$ cat src/rtl/exc_pkg.sv
package exc_pkg;

    // ----------------------------------------
    // Register map
    // ----------------------------------------
    localparam int ADR_W = 8;
    localparam logic [7:0] OFF_CAP_UPPER = 8'hb0;
    localparam logic [7:0] OFF_DEV_CAP = 8'hb4;

    // ----------------------------------------
    // Field positions, capability upper word
    // ----------------------------------------
    localparam int POS_VERSION = 16;
    localparam int POS_PORT_TYPE = 20;
    localparam int POS_SLOT = 24;
    localparam int POS_INT_MSG = 25;
    localparam int POS_CAP_RSVD = 30;

    // ----------------------------------------
    // Field positions, device capability word
    // ----------------------------------------
    localparam int POS_MPS = 0;
    localparam int POS_PHANTOM = 3;
    localparam int POS_EXT_TAG = 5;
    localparam int POS_L0S = 6;
    localparam int POS_L1 = 9;
    localparam int POS_ATT_BTN = 12;
    localparam int POS_ATT_IND = 13;
    localparam int POS_PWR_IND = 14;
    localparam int POS_DEV_RSVD_MID = 15;
    localparam int POS_PWR_VAL = 18;
    localparam int POS_PWR_SCALE = 26;
    localparam int POS_DEV_RSVD_HI = 28;

    // ----------------------------------------
    // Encodings
    // ----------------------------------------
    typedef enum logic [3:0] {
        EXC_PT_ENDPOINT = 4'h0,
        EXC_PT_LEGACY_EP = 4'h1,
        EXC_PT_ROOT_PORT = 4'h4,
        EXC_PT_SW_UP = 4'h5,
        EXC_PT_SW_DOWN = 4'h6,
        EXC_PT_EXP_TO_CONV = 4'h7,
        EXC_PT_CONV_TO_EXP = 4'h8
    } exc_port_type_e;

    typedef enum logic [2:0] {
        EXC_MPS_128 = 3'h0,
        EXC_MPS_256 = 3'h1,
        EXC_MPS_512 = 3'h2,
        EXC_MPS_1024 = 3'h3,
        EXC_MPS_2048 = 3'h4,
        EXC_MPS_4096 = 3'h5
    } exc_payload_e;

    // Doubling ranges from 64 ns
    typedef enum logic [2:0] {
        EXC_L0S_LT_64NS = 3'h0, EXC_L0S_64_128NS = 3'h1, EXC_L0S_128_256NS = 3'h2,
        EXC_L0S_256_512NS = 3'h3, EXC_L0S_512NS_1US = 3'h4, EXC_L0S_1_2US = 3'h5,
        EXC_L0S_2_4US = 3'h6, EXC_L0S_GT_4US = 3'h7
    } exc_l0s_lat_e;

    // Doubling ranges from 1 us
    typedef enum logic [2:0] {
        EXC_L1_LT_1US = 3'h0, EXC_L1_1_2US = 3'h1, EXC_L1_2_4US = 3'h2,
        EXC_L1_4_8US = 3'h3, EXC_L1_8_16US = 3'h4, EXC_L1_16_32US = 3'h5,
        EXC_L1_32_64US = 3'h6, EXC_L1_GT_64US = 3'h7
    } exc_l1_lat_e;

    typedef enum logic [1:0] {
        EXC_ST_IDLE = 2'b01,
        EXC_ST_ACK = 2'b10
    } exc_bus_state_e;

    // ----------------------------------------
    // Fixed values and reset values
    // ----------------------------------------
    localparam logic [3:0] CAP_VERSION = 4'h1;
    localparam logic [4:0] INT_MSG_NUM = 5'h00;
    localparam exc_payload_e MPS_SUPPORTED = EXC_MPS_256;
    localparam exc_l0s_lat_e L0S_ACCEPT = EXC_L0S_LT_64NS;
    localparam exc_l1_lat_e L1_ACCEPT = EXC_L1_LT_1US;
    localparam logic [7:0] RST_PWR_VALUE = 8'h00;
    localparam logic [1:0] RST_PWR_SCALE = 2'h0;
    localparam logic [31:0] RST_RSP_DAT = 32'h0000_0000;
    localparam logic [7:0] RST_ADR = 8'h00;

    // ----------------------------------------
    // Carriers
    // ----------------------------------------
    typedef struct packed {
        logic cyc;
        logic stb;
        logic we;
        logic [ADR_W-1:0] adr;
        logic [3:0] sel;
        logic [31:0] dat;
    } exc_wb_req_s;

    typedef struct packed {
        logic [31:0] dat;
        logic ack;
    } exc_wb_rsp_s;

    typedef struct packed {
        logic valid;
        logic [1:0] scale;
        logic [7:0] value;
    } exc_pwr_msg_s;

    typedef struct packed {
        logic [1:0] rsvd;
        logic [4:0] intMsg;
        logic slotImpl;
        exc_port_type_e portType;
        logic [3:0] version;
        logic [15:0] lowHalf;
    } exc_cap_upper_s;

    typedef struct packed {
        logic [3:0] rsvdHi;
        logic [1:0] pwrScale;
        logic [7:0] pwrValue;
        logic [2:0] rsvdMid;
        logic pwrInd;
        logic attInd;
        logic attBtn;
        exc_l1_lat_e l1Lat;
        exc_l0s_lat_e l0sLat;
        logic extTag;
        logic [1:0] phantom;
        exc_payload_e maxPayload;
    } exc_dev_cap_s;

endpackage

$ cat src/rtl/exc_capability_fields.sv
`timescale 1ns/100ps

// How it works
// RULE1: The port type field is a 4-bit code with only the listed bridge/port codes in use.
// RULE2: Port type reads 7h in forward mode and 8h in reverse mode.
// RULE3: Slot implemented reads 0 in forward mode and 1 in reverse mode.
// RULE4: Phantom functions field reads zero.
// RULE5: The extended tag bit reads one.
// RULE6: The L0s acceptable latency field reads 000.
// RULE7: L0s codes run from under 64 ns through doubling ranges to over 4 us.
// RULE8: The L1 acceptable latency field reads 000.
// RULE9: L1 codes run from under 1 us through doubling ranges to over 64 us.
// RULE10: Attention button present is set only with hot-plug strapped on in forward mode.
// RULE11: Attention and power indicator present follow the same condition.
// RULE12: Each power limit message loads the captured value, which resets to 00h.
// RULE13: Each power limit message loads the captured scale, which resets to 00.
// RULE14: Supported payload size reads the 256-byte code.
// RULE15: Version reads 1h, message number and reserved bits zero, writes ignored.
module exc_capability_fields (
    input wire logic clock,
    input wire logic reset_n,
    input wire exc_pkg::exc_wb_req_s wbReq,
    output exc_pkg::exc_wb_rsp_s wbRsp,
    input wire logic reverseStrap,
    input wire logic hotPlugStrap,
    input wire exc_pkg::exc_pwr_msg_s pwrMsg
);

    // ----------------------------------------
    // State
    // ----------------------------------------
    typedef struct packed {
        exc_pkg::exc_bus_state_e busState;
        logic [31:0] rspDat;
        logic rspAck;
        logic [7:0] reqAdr;
        logic strapDone;
        logic reverseMode;
        logic hotPlug;
        logic [7:0] pwrValue;
        logic [1:0] pwrScale;
    } exc_state_s;

    localparam exc_state_s RST_STATE = '{
        busState: exc_pkg::EXC_ST_IDLE,
        rspDat: exc_pkg::RST_RSP_DAT,
        rspAck: 1'b0,
        reqAdr: exc_pkg::RST_ADR,
        strapDone: 1'b0,
        reverseMode: 1'b0,
        hotPlug: 1'b0,
        pwrValue: exc_pkg::RST_PWR_VALUE,
        pwrScale: exc_pkg::RST_PWR_SCALE
    };

    logic rstSyncN;
    exc_state_s state_reg;
    exc_state_s state_next;
    exc_pkg::exc_cap_upper_s capUpper;
    exc_pkg::exc_dev_cap_s devCap;
    logic hotPlugFwd;
    logic reqHit;

    // ----------------------------------------
    // Reset release
    // ----------------------------------------
    exc_reset_sync u_reset_sync (
        .clock(clock),
        .reset_n(reset_n),
        .rstSyncN(rstSyncN)
    );

    // ----------------------------------------
    // Field assembly
    // ----------------------------------------
    // Indicators exist only for a forward bridge with hot-plug strapped on
    assign hotPlugFwd = state_reg.hotPlug && !state_reg.reverseMode; // RULE10

    // Low half belongs to the ID and pointer bytes, read as zero here
    always_comb begin
        capUpper = '0;
        capUpper.version = exc_pkg::CAP_VERSION; // RULE15
        capUpper.intMsg = exc_pkg::INT_MSG_NUM; // RULE15
        capUpper.slotImpl = state_reg.reverseMode; // RULE3
        if (state_reg.reverseMode) begin
            capUpper.portType = exc_pkg::EXC_PT_CONV_TO_EXP; // RULE1 RULE2
        end else begin
            capUpper.portType = exc_pkg::EXC_PT_EXP_TO_CONV; // RULE1 RULE2
        end
    end

    // Reserved fields stay zero from the default
    always_comb begin
        devCap = '0;
        devCap.maxPayload = exc_pkg::MPS_SUPPORTED; // RULE14
        devCap.phantom = 2'h0; // RULE4
        devCap.extTag = 1'b1; // RULE5
        devCap.l0sLat = exc_pkg::L0S_ACCEPT; // RULE6 RULE7
        devCap.l1Lat = exc_pkg::L1_ACCEPT; // RULE8 RULE9
        devCap.attBtn = hotPlugFwd; // RULE10
        devCap.attInd = hotPlugFwd; // RULE11
        devCap.pwrInd = hotPlugFwd; // RULE11
        devCap.pwrValue = state_reg.pwrValue; // RULE12
        devCap.pwrScale = state_reg.pwrScale; // RULE13
    end

    // ----------------------------------------
    // Next state
    // ----------------------------------------
    assign reqHit = wbReq.cyc && wbReq.stb;

    // Straps taken on the first edge after release, not under reset
    always_comb begin
        state_next = state_reg;
        if (!state_reg.strapDone) begin
            state_next.strapDone = 1'b1;
            state_next.reverseMode = reverseStrap;
            state_next.hotPlug = hotPlugStrap;
        end
        // Message load; no clear exists, so nothing to race
        if (pwrMsg.valid) begin
            state_next.pwrValue = pwrMsg.value; // RULE12
            state_next.pwrScale = pwrMsg.scale; // RULE13
        end
        // Single-wait-state slave: ack rises on the edge that sees the request
        case (state_reg.busState)
            exc_pkg::EXC_ST_IDLE: begin
                state_next.rspAck = 1'b0;
                state_next.rspDat = '0;
                if (reqHit) begin
                    state_next.busState = exc_pkg::EXC_ST_ACK;
                    state_next.rspAck = 1'b1;
                    state_next.reqAdr = wbReq.adr;
                    // Everything is read-only; writes are acked and dropped
                    if (!wbReq.we) begin
                        if (wbReq.adr[7:2] == exc_pkg::OFF_CAP_UPPER[7:2]) begin
                            state_next.rspDat = capUpper;
                        end else if (wbReq.adr[7:2] == exc_pkg::OFF_DEV_CAP[7:2]) begin
                            state_next.rspDat = devCap;
                        end
                    end
                end
            end
            exc_pkg::EXC_ST_ACK: begin
                // Master releases on the ack edge; drop ack here
                state_next.busState = exc_pkg::EXC_ST_IDLE;
                state_next.rspAck = 1'b0;
                state_next.rspDat = '0;
            end
            default: begin
                state_next.busState = exc_pkg::EXC_ST_IDLE;
                state_next.rspAck = 1'b0;
                state_next.rspDat = '0;
            end
        endcase
    end

    // ----------------------------------------
    // State register
    // ----------------------------------------
    always_ff @(posedge clock or negedge rstSyncN) begin
        if (!rstSyncN) begin
            state_reg <= RST_STATE;
        end else begin
            state_reg <= state_next;
        end
    end

    // Outputs straight from the register
    assign wbRsp = '{dat: state_reg.rspDat, ack: state_reg.rspAck};

    // ----------------------------------------
    // Checks
    // ----------------------------------------
    logic ackCap;
    logic ackDev;

    // Answers, read or write, from each of the two words
    assign ackCap = wbRsp.ack && (state_reg.reqAdr[7:2] == exc_pkg::OFF_CAP_UPPER[7:2]);
    assign ackDev = wbRsp.ack && (state_reg.reqAdr[7:2] == exc_pkg::OFF_DEV_CAP[7:2]);

    property p_type_legal;
        @(posedge clock) disable iff (!rstSyncN)
        ackCap && $past(!wbReq.we) |-> wbRsp.dat[exc_pkg::POS_PORT_TYPE +: 4]
            inside {4'h0, 4'h1, 4'h4, 4'h5, 4'h6, 4'h7, 4'h8};
    endproperty
    a_type_legal: assert property (p_type_legal) else $error("reserved port type"); // RULE1

    property p_type_mode;
        @(posedge clock) disable iff (!rstSyncN)
        ackCap && $past(!wbReq.we) |-> wbRsp.dat[exc_pkg::POS_PORT_TYPE +: 4]
            == (state_reg.reverseMode ? 4'h8 : 4'h7);
    endproperty
    a_type_mode: assert property (p_type_mode) else $error("port type vs mode"); // RULE2

    property p_slot;
        @(posedge clock) disable iff (!rstSyncN)
        ackCap && $past(!wbReq.we) |-> wbRsp.dat[exc_pkg::POS_SLOT] == state_reg.reverseMode;
    endproperty
    a_slot: assert property (p_slot) else $error("slot flag vs mode"); // RULE3

    property p_phantom;
        @(posedge clock) disable iff (!rstSyncN)
        ackDev |-> wbRsp.dat[exc_pkg::POS_PHANTOM +: 2] == 2'h0;
    endproperty
    a_phantom: assert property (p_phantom) else $error("phantom not zero"); // RULE4

    property p_ext_tag;
        @(posedge clock) disable iff (!rstSyncN)
        ackDev && $past(!wbReq.we) |-> wbRsp.dat[exc_pkg::POS_EXT_TAG];
    endproperty
    a_ext_tag: assert property (p_ext_tag) else $error("tag bit not set"); // RULE5

    property p_l0s;
        @(posedge clock) disable iff (!rstSyncN)
        ackDev |-> wbRsp.dat[exc_pkg::POS_L0S +: 3] == 3'h0;
    endproperty
    a_l0s: assert property (p_l0s) else $error("l0s latency not zero"); // RULE6

    property p_l0s_code;
        @(posedge clock) disable iff (!rstSyncN)
        ackDev |-> wbRsp.dat[exc_pkg::POS_L0S +: 3] != 3'h7;
    endproperty
    a_l0s_code: assert property (p_l0s_code) else $error("l0s code wrong"); // RULE7

    property p_l1;
        @(posedge clock) disable iff (!rstSyncN)
        ackDev |-> wbRsp.dat[exc_pkg::POS_L1 +: 3] == 3'h0;
    endproperty
    a_l1: assert property (p_l1) else $error("l1 latency not zero"); // RULE8

    property p_l1_code;
        @(posedge clock) disable iff (!rstSyncN)
        ackDev |-> wbRsp.dat[exc_pkg::POS_L1 +: 3] != 3'h7;
    endproperty
    a_l1_code: assert property (p_l1_code) else $error("l1 code wrong"); // RULE9

    property p_att_btn;
        @(posedge clock) disable iff (!rstSyncN)
        ackDev && $past(!wbReq.we) |-> wbRsp.dat[exc_pkg::POS_ATT_BTN]
            == (state_reg.hotPlug && !state_reg.reverseMode);
    endproperty
    a_att_btn: assert property (p_att_btn) else $error("button flag wrong"); // RULE10

    property p_indicators;
        @(posedge clock) disable iff (!rstSyncN)
        ackDev |-> wbRsp.dat[exc_pkg::POS_ATT_IND] == wbRsp.dat[exc_pkg::POS_PWR_IND]
            && wbRsp.dat[exc_pkg::POS_ATT_IND] == wbRsp.dat[exc_pkg::POS_ATT_BTN];
    endproperty
    a_indicators: assert property (p_indicators) else $error("indicator flags wrong"); // RULE11

    property p_pwr_value;
        @(posedge clock) disable iff (!rstSyncN)
        ackDev && $past(!wbReq.we) |-> wbRsp.dat[exc_pkg::POS_PWR_VAL +: 8]
            == $past(state_reg.pwrValue) && wbRsp.dat[exc_pkg::POS_PWR_SCALE +: 2]
            == $past(state_reg.pwrScale);
    endproperty
    a_pwr_value: assert property (p_pwr_value) else $error("power value not loaded"); // RULE12

    property p_pwr_scale;
        @(posedge clock) disable iff (!rstSyncN)
        pwrMsg.valid |=> state_reg.pwrScale == $past(pwrMsg.scale)
            && state_reg.pwrValue == $past(pwrMsg.value);
    endproperty
    a_pwr_scale: assert property (p_pwr_scale) else $error("power scale not loaded"); // RULE13

    property p_pwr_reset;
        @(posedge clock) disable iff (!rstSyncN)
        $rose(state_reg.strapDone) |-> state_reg.pwrValue == 8'h00 && state_reg.pwrScale == 2'h0;
    endproperty
    a_pwr_reset: assert property (p_pwr_reset) else $error("power field reset wrong"); // RULE12

    property p_payload;
        @(posedge clock) disable iff (!rstSyncN)
        ackDev && $past(!wbReq.we) |-> wbRsp.dat[exc_pkg::POS_MPS +: 3] == 3'h1;
    endproperty
    a_payload: assert property (p_payload) else $error("payload code wrong"); // RULE14

    property p_fixed_upper;
        @(posedge clock) disable iff (!rstSyncN)
        ackCap && $past(!wbReq.we) |-> wbRsp.dat[exc_pkg::POS_VERSION +: 4] == 4'h1
            && wbRsp.dat[31:exc_pkg::POS_INT_MSG] == 7'h00 && wbRsp.dat[15:0] == 16'h0000;
    endproperty
    a_fixed_upper: assert property (p_fixed_upper) else $error("version or reserved wrong"); // RULE15

    property p_dev_rsvd;
        @(posedge clock) disable iff (!rstSyncN)
        ackDev |-> wbRsp.dat[31:exc_pkg::POS_DEV_RSVD_HI] == 4'h0
            && wbRsp.dat[exc_pkg::POS_DEV_RSVD_MID +: 3] == 3'h0;
    endproperty
    a_dev_rsvd: assert property (p_dev_rsvd) else $error("reserved bits set"); // RULE15

    property p_write_ignored;
        @(posedge clock) disable iff (!rstSyncN)
        state_reg.busState == exc_pkg::EXC_ST_IDLE && reqHit && wbReq.we
            |=> wbRsp.ack && wbRsp.dat == 32'h0000_0000 ##1 !wbRsp.ack;
    endproperty
    a_write_ignored: assert property (p_write_ignored) else $error("write not dropped"); // RULE15

    property p_strap_capture;
        @(posedge clock) disable iff (!rstSyncN)
        $rose(state_reg.strapDone) |-> state_reg.reverseMode == $past(reverseStrap)
            && state_reg.hotPlug == $past(hotPlugStrap);
    endproperty
    a_strap_capture: assert property (p_strap_capture) else $error("strap missed"); // RULE10

    property p_strap_hold;
        @(posedge clock) disable iff (!rstSyncN)
        state_reg.strapDone |=> $stable(state_reg.reverseMode) && $stable(state_reg.hotPlug);
    endproperty
    a_strap_hold: assert property (p_strap_hold) else $error("strap copy moved"); // RULE2

    property p_slot_type;
        @(posedge clock) disable iff (!rstSyncN)
        ackCap && $past(!wbReq.we) |-> wbRsp.dat[exc_pkg::POS_SLOT] == wbRsp.dat[23];
    endproperty
    a_slot_type: assert property (p_slot_type) else $error("slot vs type"); // RULE3

    property p_rev_no_ind;
        @(posedge clock) disable iff (!rstSyncN)
        ackDev && state_reg.reverseMode |-> wbRsp.dat[exc_pkg::POS_ATT_BTN +: 3] == 3'h0;
    endproperty
    a_rev_no_ind: assert property (p_rev_no_ind) else $error("reverse flags set"); // RULE10

    property p_nohp_no_ind;
        @(posedge clock) disable iff (!rstSyncN)
        ackDev && !state_reg.hotPlug |-> wbRsp.dat[exc_pkg::POS_ATT_BTN +: 3] == 3'h0;
    endproperty
    a_nohp_no_ind: assert property (p_nohp_no_ind) else $error("no hot-plug flags"); // RULE11

    property p_dat_idle;
        @(posedge clock) disable iff (!rstSyncN)
        !wbRsp.ack |-> wbRsp.dat == 32'h0000_0000;
    endproperty
    a_dat_idle: assert property (p_dat_idle) else $error("data outside ack"); // RULE15

    // Captured limit must survive every cycle without a message
    property p_pwr_hold;
        @(posedge clock) disable iff (!rstSyncN)
        !pwrMsg.valid |=> $stable(state_reg.pwrValue) && $stable(state_reg.pwrScale);
    endproperty
    a_pwr_hold: assert property (p_pwr_hold) else $error("power limit moved"); // RULE13

endmodule // exc_capability_fields

$ cat src/rtl/exc_reset_sync.sv
`timescale 1ns/100ps

// Two-stage release of an asynchronous active-low reset
module exc_reset_sync (
    input wire logic clock,
    input wire logic reset_n,
    output logic rstSyncN
);

    logic stageOne;

    // ----------------------------------------
    // Assert at once, release on the clock
    // ----------------------------------------
    always_ff @(posedge clock or negedge reset_n) begin
        if (!reset_n) begin
            stageOne <= 1'b0;
            rstSyncN <= 1'b0;
        end else begin
            stageOne <= 1'b1;
            rstSyncN <= stageOne; // Only reader of the first stage
        end
    end

endmodule // exc_reset_sync

$ cat config.mk
export PLATFORM = sky130hd
export DESIGN_NAME = exc_capability_fields
export DESIGN_NICKNAME = d
export VERILOG_FILES = /design/src/rtl/exc_pkg.sv /design/src/rtl/exc_capability_fields.sv /design/src/rtl/exc_reset_sync.sv
export SDC_FILE = /design/constraint.sdc
export NUM_CORES = 1
export LEC_CHECK = 0
export ABC_AREA = 1
export ABC_CLOCK_PERIOD_IN_PS = 1050
export CAP_MARGIN = 40
export CORE_UTILIZATION = 37
export CTS_CLUSTER_DIAMETER = 50
export CTS_CLUSTER_SIZE = 20
export DETAILED_ROUTE_END_ITERATION = 8
export DONT_BUFFER_PORTS = 1
export PLACE_DENSITY = 0.55
export SYNTH_ARGS = -nofsm -noshare
export SYNTH_HDL_FRONTEND = slang
export SYNTH_SLANG_ARGS = --single-unit
$ cat constraint.sdc
create_clock -name clock -period 1.05 [get_ports clock]
set_input_delay 0.105 -clock clock [delete_from_list [all_inputs] [get_ports clock]]
set_output_delay 0.105 -clock clock [all_outputs]
set_load 0.05 [all_outputs]
==> results of run 1 <==
==> cells in the final DEF (no fill, tap or decap) <==
cell type and instances:
dfrtp_1 30, conb_1 18, inv_1 14, nand2_1 13
nor2_1 13, dlygate4sd3_1 10, clkbuf_8 7, mux2_2 6
o21ai_0 5, nor2_2 4, nand3_1 4, o211ai_1 3
buf_12 3, nand2_2 2, nand2_4 2, nor3_4 1
nor3_2 1, a21oi_1 1, clkbuf_1 1, buf_4 1
buf_6 1, dfstp_2 1
==> cell type report <==
cell class | instances | share of cell area
Sequential cell | 31 | 0.499
Multi-Input combinational cell | 73 | 0.251
Timing Repair Buffer | 15 | 0.115
Clock buffer | 8 | 0.0643
Tap cell | 46 | 0.0369
Inverter | 14 | 0.0337
==> worst max-delay path, stage by stage, from the launching register on <==
cell and delay [ps]:
dfstp_2 540, nand2_4 60, nor3_4 150, buf_6 140, nand2_4 60, nor2_2 90
==> path summary, 6_finish.rpt <==
path / depth (start not counted) / slack [ps] / start / endpoint
max in group asynchronous: 1 / 600 / u_reset_sync.rstSyncN / state_reg[54]
worst min-delay path: 1 / -70 / pwrMsg[10] / devCap[26]
worst max register to register: 5 / -60 / state_reg[54] / wbRsp[22]
worst max-delay path: 5 / -60 / state_reg[54] / wbRsp[22]
worst min register to register: 1 / 220 / u_reset_sync.rstSyncN / devCap[25]
min in group asynchronous: 1 / 60 / reset_n / u_reset_sync.rstSyncN
==> power groups by stage <==
stage          Sequential (mW)  Clock (mW)  Combinational (mW)
2_1_floorplan             1.31           0               0.278
3_3_place_gp              1.31           0               0.244
3_5_place_dp              1.31           0               0.251
4_1_cts                   1.29        1.04               0.292
5_1_grt                   1.30        1.10               0.322
6_report                  1.29        1.01               0.296
==> what timing repair did <==
action                     in CTS  in global routing
buffers inserted                2                  0
resized for setup               2                  5
pin swaps                       1                  3
setup endpoints to repair      10                 13
hold endpoints to repair       16                 10
==> kinds of logic (layout without fill, tap and decap cells) <==
family,count (synthesis),count (layout),share of synthesized area
compound gates,9,9,0.0377
buf+inv,49,37,0.223
flops,31,31,0.557
mux,6,6,0.0485
other cells,2,18,0.00539
simple gates,40,40,0.128
==> layer usage <==
metal	routed length (µm)	global-route usage	up-vias	share of wire
li1	-	-	372	-
met1	835	0.130	380	0.40
met2	1040	0.199	34	0.50
met3	154	0.0580	4	0.074
met4	40	0.0682	0	0.019
met5	0	0	-	0
==> per-stage QoR <==
stage          setup slack [ps]  instance area (µm²)
6_report                  -56.7                 1560
5_1_grt                    -132                 1560
4_1_cts                   -56.4                 1540
3_5_place_dp              -84.2                 1320
3_3_place_gp              -86.9                 1320
2_1_floorplan              22.1                 1460
==> impl_metrics.tcl, run 1 <==
set metrics [dict create \
    dp_cells 167 \
    gr-total-overflow 0 \
    row_count 21 \
    worstSetupPathType "register to register" \
    stdcell_count 187 \
    first_pass_iters 3 \
    diodes 0 \
    synth_top_cell_by_area "dfrtp_1" \
    fmax_mhz 904 \
    synth_flop_cell "dfrtp_1" \
    fin_ws_ps -56.7 \
    cts_hold_buf 10 \
    clkTransAtPathRegs_ps 60 \
    wire_per_inst_um 11.1 \
    synthCells 137 \
    period_share 1.05 \
    clockPowerShare 0.389 \
    synthTopCellsByCount "buf_4, dfrtp_1, nand2_1, nor2_1, inv_1" \
    cp.required_ps 1260 \
    tns_ps -297 \
    peakVddDrop_mv 0.496 \
    hpwl_um 1530 \
    htreeDepth 2 \
    grt_usage 0.123 \
    p_leak_nw 0.767 \
    finalSetupViolCount 11 \
    power_mw 2.60 \
    p_int_mw 1.94 \
    remaining_drc_errors 0 \
    ys_warn_count 0 \
    period_minus_slack_ps 1110 \
    fillers 345 \
    numCtsBuffers 5 \
    rsz0062_at_grt "yes" \
    ys_ff_latch 31 \
    die_h_um 63.4 \
    drt_wl_total_um 2070 \
    netSwitchingPower_uw 659 \
    fin_nets 202 \
    cts_max_path_buffers 2 \
    synth_area_leaders "dfrtp_1, buf_4, mux2_2" \
    syn_area_per_cell_um2 10.2 \
    synth_edf_count 0 \
    hold_viol 10 \
    crit_fanout 4 \
    async_reset_ff_frac 1.00 \
    place.gp.congestion 0.855 \
    multi_input_area_um2 392 \
    dieArea_um2 4020 \
    skew_ps 2.10 \
    yosysUniqueCellTypes 17 \
    p_sw_frac 0.254 \
    whs_ps -70.3 \
    synth-seq-area-share 0.557 \
    grt_max_degree 30 \
    root_buffer "clkbuf_8" \
    critPathLaunchType "register" \
    endpoint_kind "register" \
    via_count 790 \
    clock_latency_ps 270 \
    power_density_nw_per_um2 1670 \
    initial_core_util 0.402 \
    final_util 0.449 \
    syn2layout_area_growth_pct 11.8 \
    p_comb_frac 0.114 \
    grt_pass1_vias 813 \
    cap_violations 0 \
    cts.sinks 31 \
    cts_tree "built" \
    status "finished, violations left" \
    syn_area_um2 1390 \
    crit_arrival_ps 1320 \
    drt-initial-drc-count 33 \
    finalMaxSlewViolations 0 \
    violations "hold timing, setup timing" \
    antenna_found_initial 0 \
    synth.most_common_cell "buf_4" \
    grt_first_pass_wirelength_um 3610 \
    ff_latch_area_um2 777 \
    ant_nets 0 \
    synth_top_cell_area_share 0.539 \
    p_seq_frac 0.497 \
    hold_path.class "input port to register" \
    portBuffers 0 \
    core_um2 3470 \
    vias_per_cell 4.22 \
    largest_reg_flops 14 \
    drive_gt1_frac 0.206 \
    die_x_um 63.4 \
    pin_count 95 \
]
(Power assumes the default switching activity.)
==> run 2: changes to the inputs <==
--- a/config.mk
+++ b/config.mk
@@ -16,4 +16,5 @@
 export PLACE_DENSITY = 0.55
 export SYNTH_ARGS = -nofsm -noshare
 export SYNTH_HDL_FRONTEND = slang
+export SYNTH_HIERARCHICAL = 1
 export SYNTH_SLANG_ARGS = --single-unit
==> run 2 against run 1 <==
- the run still ends with hold timing, setup timing left
- critical path depth decreased by 1
- fmax decreased by 1.3%
- non-clock buffer count unchanged
- synthesized cell count increased by 0.73%
- clock skew increased by 5.1 ps
- combinational power increased by 2%
- clock power decreased by 8%
- wire length increased by 0.82%
- critical endpoint is now wbRsp[28]
- largest cell class unchanged
==> impl_metrics.tcl, run 2 <==
set metrics [dict create \
    crit_chain "nand2_4 -> nor3_4 -> nand2_2 -> nor2_1" \
    numCtsBuffers 5 \
    reg2reg_depth 4 \
    violations "hold timing, setup timing" \
    p_comb_frac 0.119 \
    finalSetupViolCount 13 \
    crit_arrival_ps 1330 \
    reg2reg_from "state_reg[54]" \
    root_buffer "clkbuf_8" \
    synthCells 138 \
    syn_area_um2 1400 \
    first_pass_iters 4 \
    cts_max_path_buffers 2 \
    cpLargestDelayFamily "flip-flops" \
    via_count 788 \
    synth.most_common_cell "buf_4" \
    dp_slack_ps -114 \
    die_h_um 63.5 \
    final_common_cell "dfrtp_1" \
    antenna_found_initial 0 \
    largest_reg_flops 14 \
    diodes 0 \
    place.gp.congestion 0.786 \
    portBuffers 0 \
    synth_flop_cell "dfrtp_1" \
    cp.required_ps 1260 \
    r2r_end "wbRsp[28]" \
    fillers 344 \
    fin_ws_ps -71.8 \
    whs_ps -70.5 \
    yosysUniqueCellTypes 17 \
    status "finished, violations left" \
    clockPowerShare 0.370 \
    cts_hold_buf 10 \
    holdPathEnd "devCap[26]" \
    skew_ps 7.20 \
    cts_tree "built" \
    finalMaxSlewViolations 0 \
    hold_viol 9 \
    rrSetupSlack_ps -70 \
    cp_slowest_cell "dfstp_2" \
    slowest_delay_ps 540 \
    period_minus_slack_ps 1120 \
    period_share 1.07 \
    vias_per_cell 4.21 \
    wire_per_inst_um 11.2 \
    remaining_drc_errors 0 \
    ant_nets 0 \
    syn_area_per_cell_um2 10.1 \
    p_int_mw 1.87 \
    syn2layout_area_growth_pct 11.5 \
    die_x_um 63.5 \
    synth_edf_count 0 \
    most-common-layout-cells "dfrtp_1, conb_1, inv_1, nand2_1, nor2_1" \
    endpoint_kind "register" \
    fmax_mhz 891 \
    synth-seq-area-share 0.556 \
    crit_fanout 7 \
    pin_count 95 \
    critPathLaunchType "register" \
    dieArea_um2 4030 \
    rsz0062_at_grt "yes" \
    drt-initial-drc-count 14 \
    synth_top_cell_area_share 0.537 \
    p_sw_frac 0.260 \
    synth_top_cell_by_area "dfrtp_1" \
    synthTopCellsByCount "buf_4, dfrtp_1, nand2_1, nor2_1, inv_1" \
    htreeDepth 2 \
    synth_area_leaders "dfrtp_1, buf_4, mux2_2" \
    clock_latency_ps 280 \
    gr-total-overflow 0 \
    grt_max_degree 30 \
    peakVddDrop_mv 0.505 \
    grt_pass1_vias 819 \
    grt_usage 0.123 \
    worstSetupPathType "register to register" \
    ys_ff_latch 31 \
    cap_violations 0 \
    clkTransAtPathRegs_ps 60 \
    power_density_nw_per_um2 1620 \
    hold_path_depth 1 \
    async_reset_ff_frac 1.00 \
    hpwl_um 1530 \
    drive_gt1_frac 0.234 \
    row_count 21 \
    p_leak_nw 0.764 \
    ys_warn_count 6 \
    core_um2 3470 \
    crit_buf_inv 0 \
    cts.sinks 31 \
    min_from "pwrMsg[10]" \
    p_seq_frac 0.511 \
    drt_wl_total_um 2090 \
    grt_first_pass_wirelength_um 3660 \
    fin_nets 202 \
    initial_core_util 0.403 \
    netSwitchingPower_uw 657 \
    hold_path.class "input port to register" \
]
## run 2: metrics by stage
stage | instances | instance area [µm²] | utilization | power (mW) | setup TNS, ps
finish | 187 | 1560 | 0.449 | 2.52 | -639
global route | 187 | 1560 | 0.449 | 2.64 | -1480
CTS | 187 | 1540 | 0.443 | 2.55 | -1150
detailed placement | 167 | 1320 | 0.380 | 1.56 | -665
global placement | 167 | 1320 | 0.380 | 1.55 | -591
floorplan | 153 | 1460 | - | 1.58 | 0
## run 2: metal layers
metal	vias up	global-route usage	wire length, µm
met1	373	0.132	769
met5	-	0	0
met3	8	0.0453	165
met4	0	0.0938	72
met2	35	0.197	1080
li1	372	-	-
## run 2: power by group through the flow
stage	clock, mW	sequential, mW	combinational, mW
5_1_grt	1.01	1.30	0.328
2_1_floorplan	0	1.31	0.278
3_3_place_gp	0	1.31	0.244
3_5_place_dp	0	1.31	0.251
4_1_cts	0.962	1.29	0.294
6_report	0.934	1.29	0.301
## run 2: worst max path at each step
stage                        startpoint   endpoint  slack [ps]  depth (start not counted)
after floorplan           state_reg[54]  wbRsp[15]          20                          4
after detailed placement  state_reg[54]  wbRsp[20]        -110                          4
after global routing      state_reg[54]  wbRsp[19]        -140                          4
final                     state_reg[54]  wbRsp[28]         -70                          4
after global placement    state_reg[54]  wbRsp[19]         -80                          4
after CTS                 state_reg[54]  wbRsp[25]        -120                          5
## run 2: final cells by class
class	count	area (µm²)	share of cell area
Clock inverter	1	5.00	0.00321
Timing Repair Buffer	15	179	0.115
Clock buffer	7	86.3	0.0554
Inverter	14	52.6	0.0337
Sequential cell	31	777	0.498
Multi-Input combinational cell	73	402	0.258
Tap cell	46	57.6	0.0369
## run 2: kinds of logic after synthesis
family | synth area share
other cells | 0.00806
mux | 0.0483
simple gates | 0.128
compound gates | 0.0376
flops | 0.556
buf+inv | 0.222
## run 2: repair_timing
action	in CTS	in global routing
endpoints found under the hold margin	16	9
resized for setup	3	8
cloned	0	0
buffers inserted	2	0
pin swaps	4	2
setup endpoints to repair	12	13
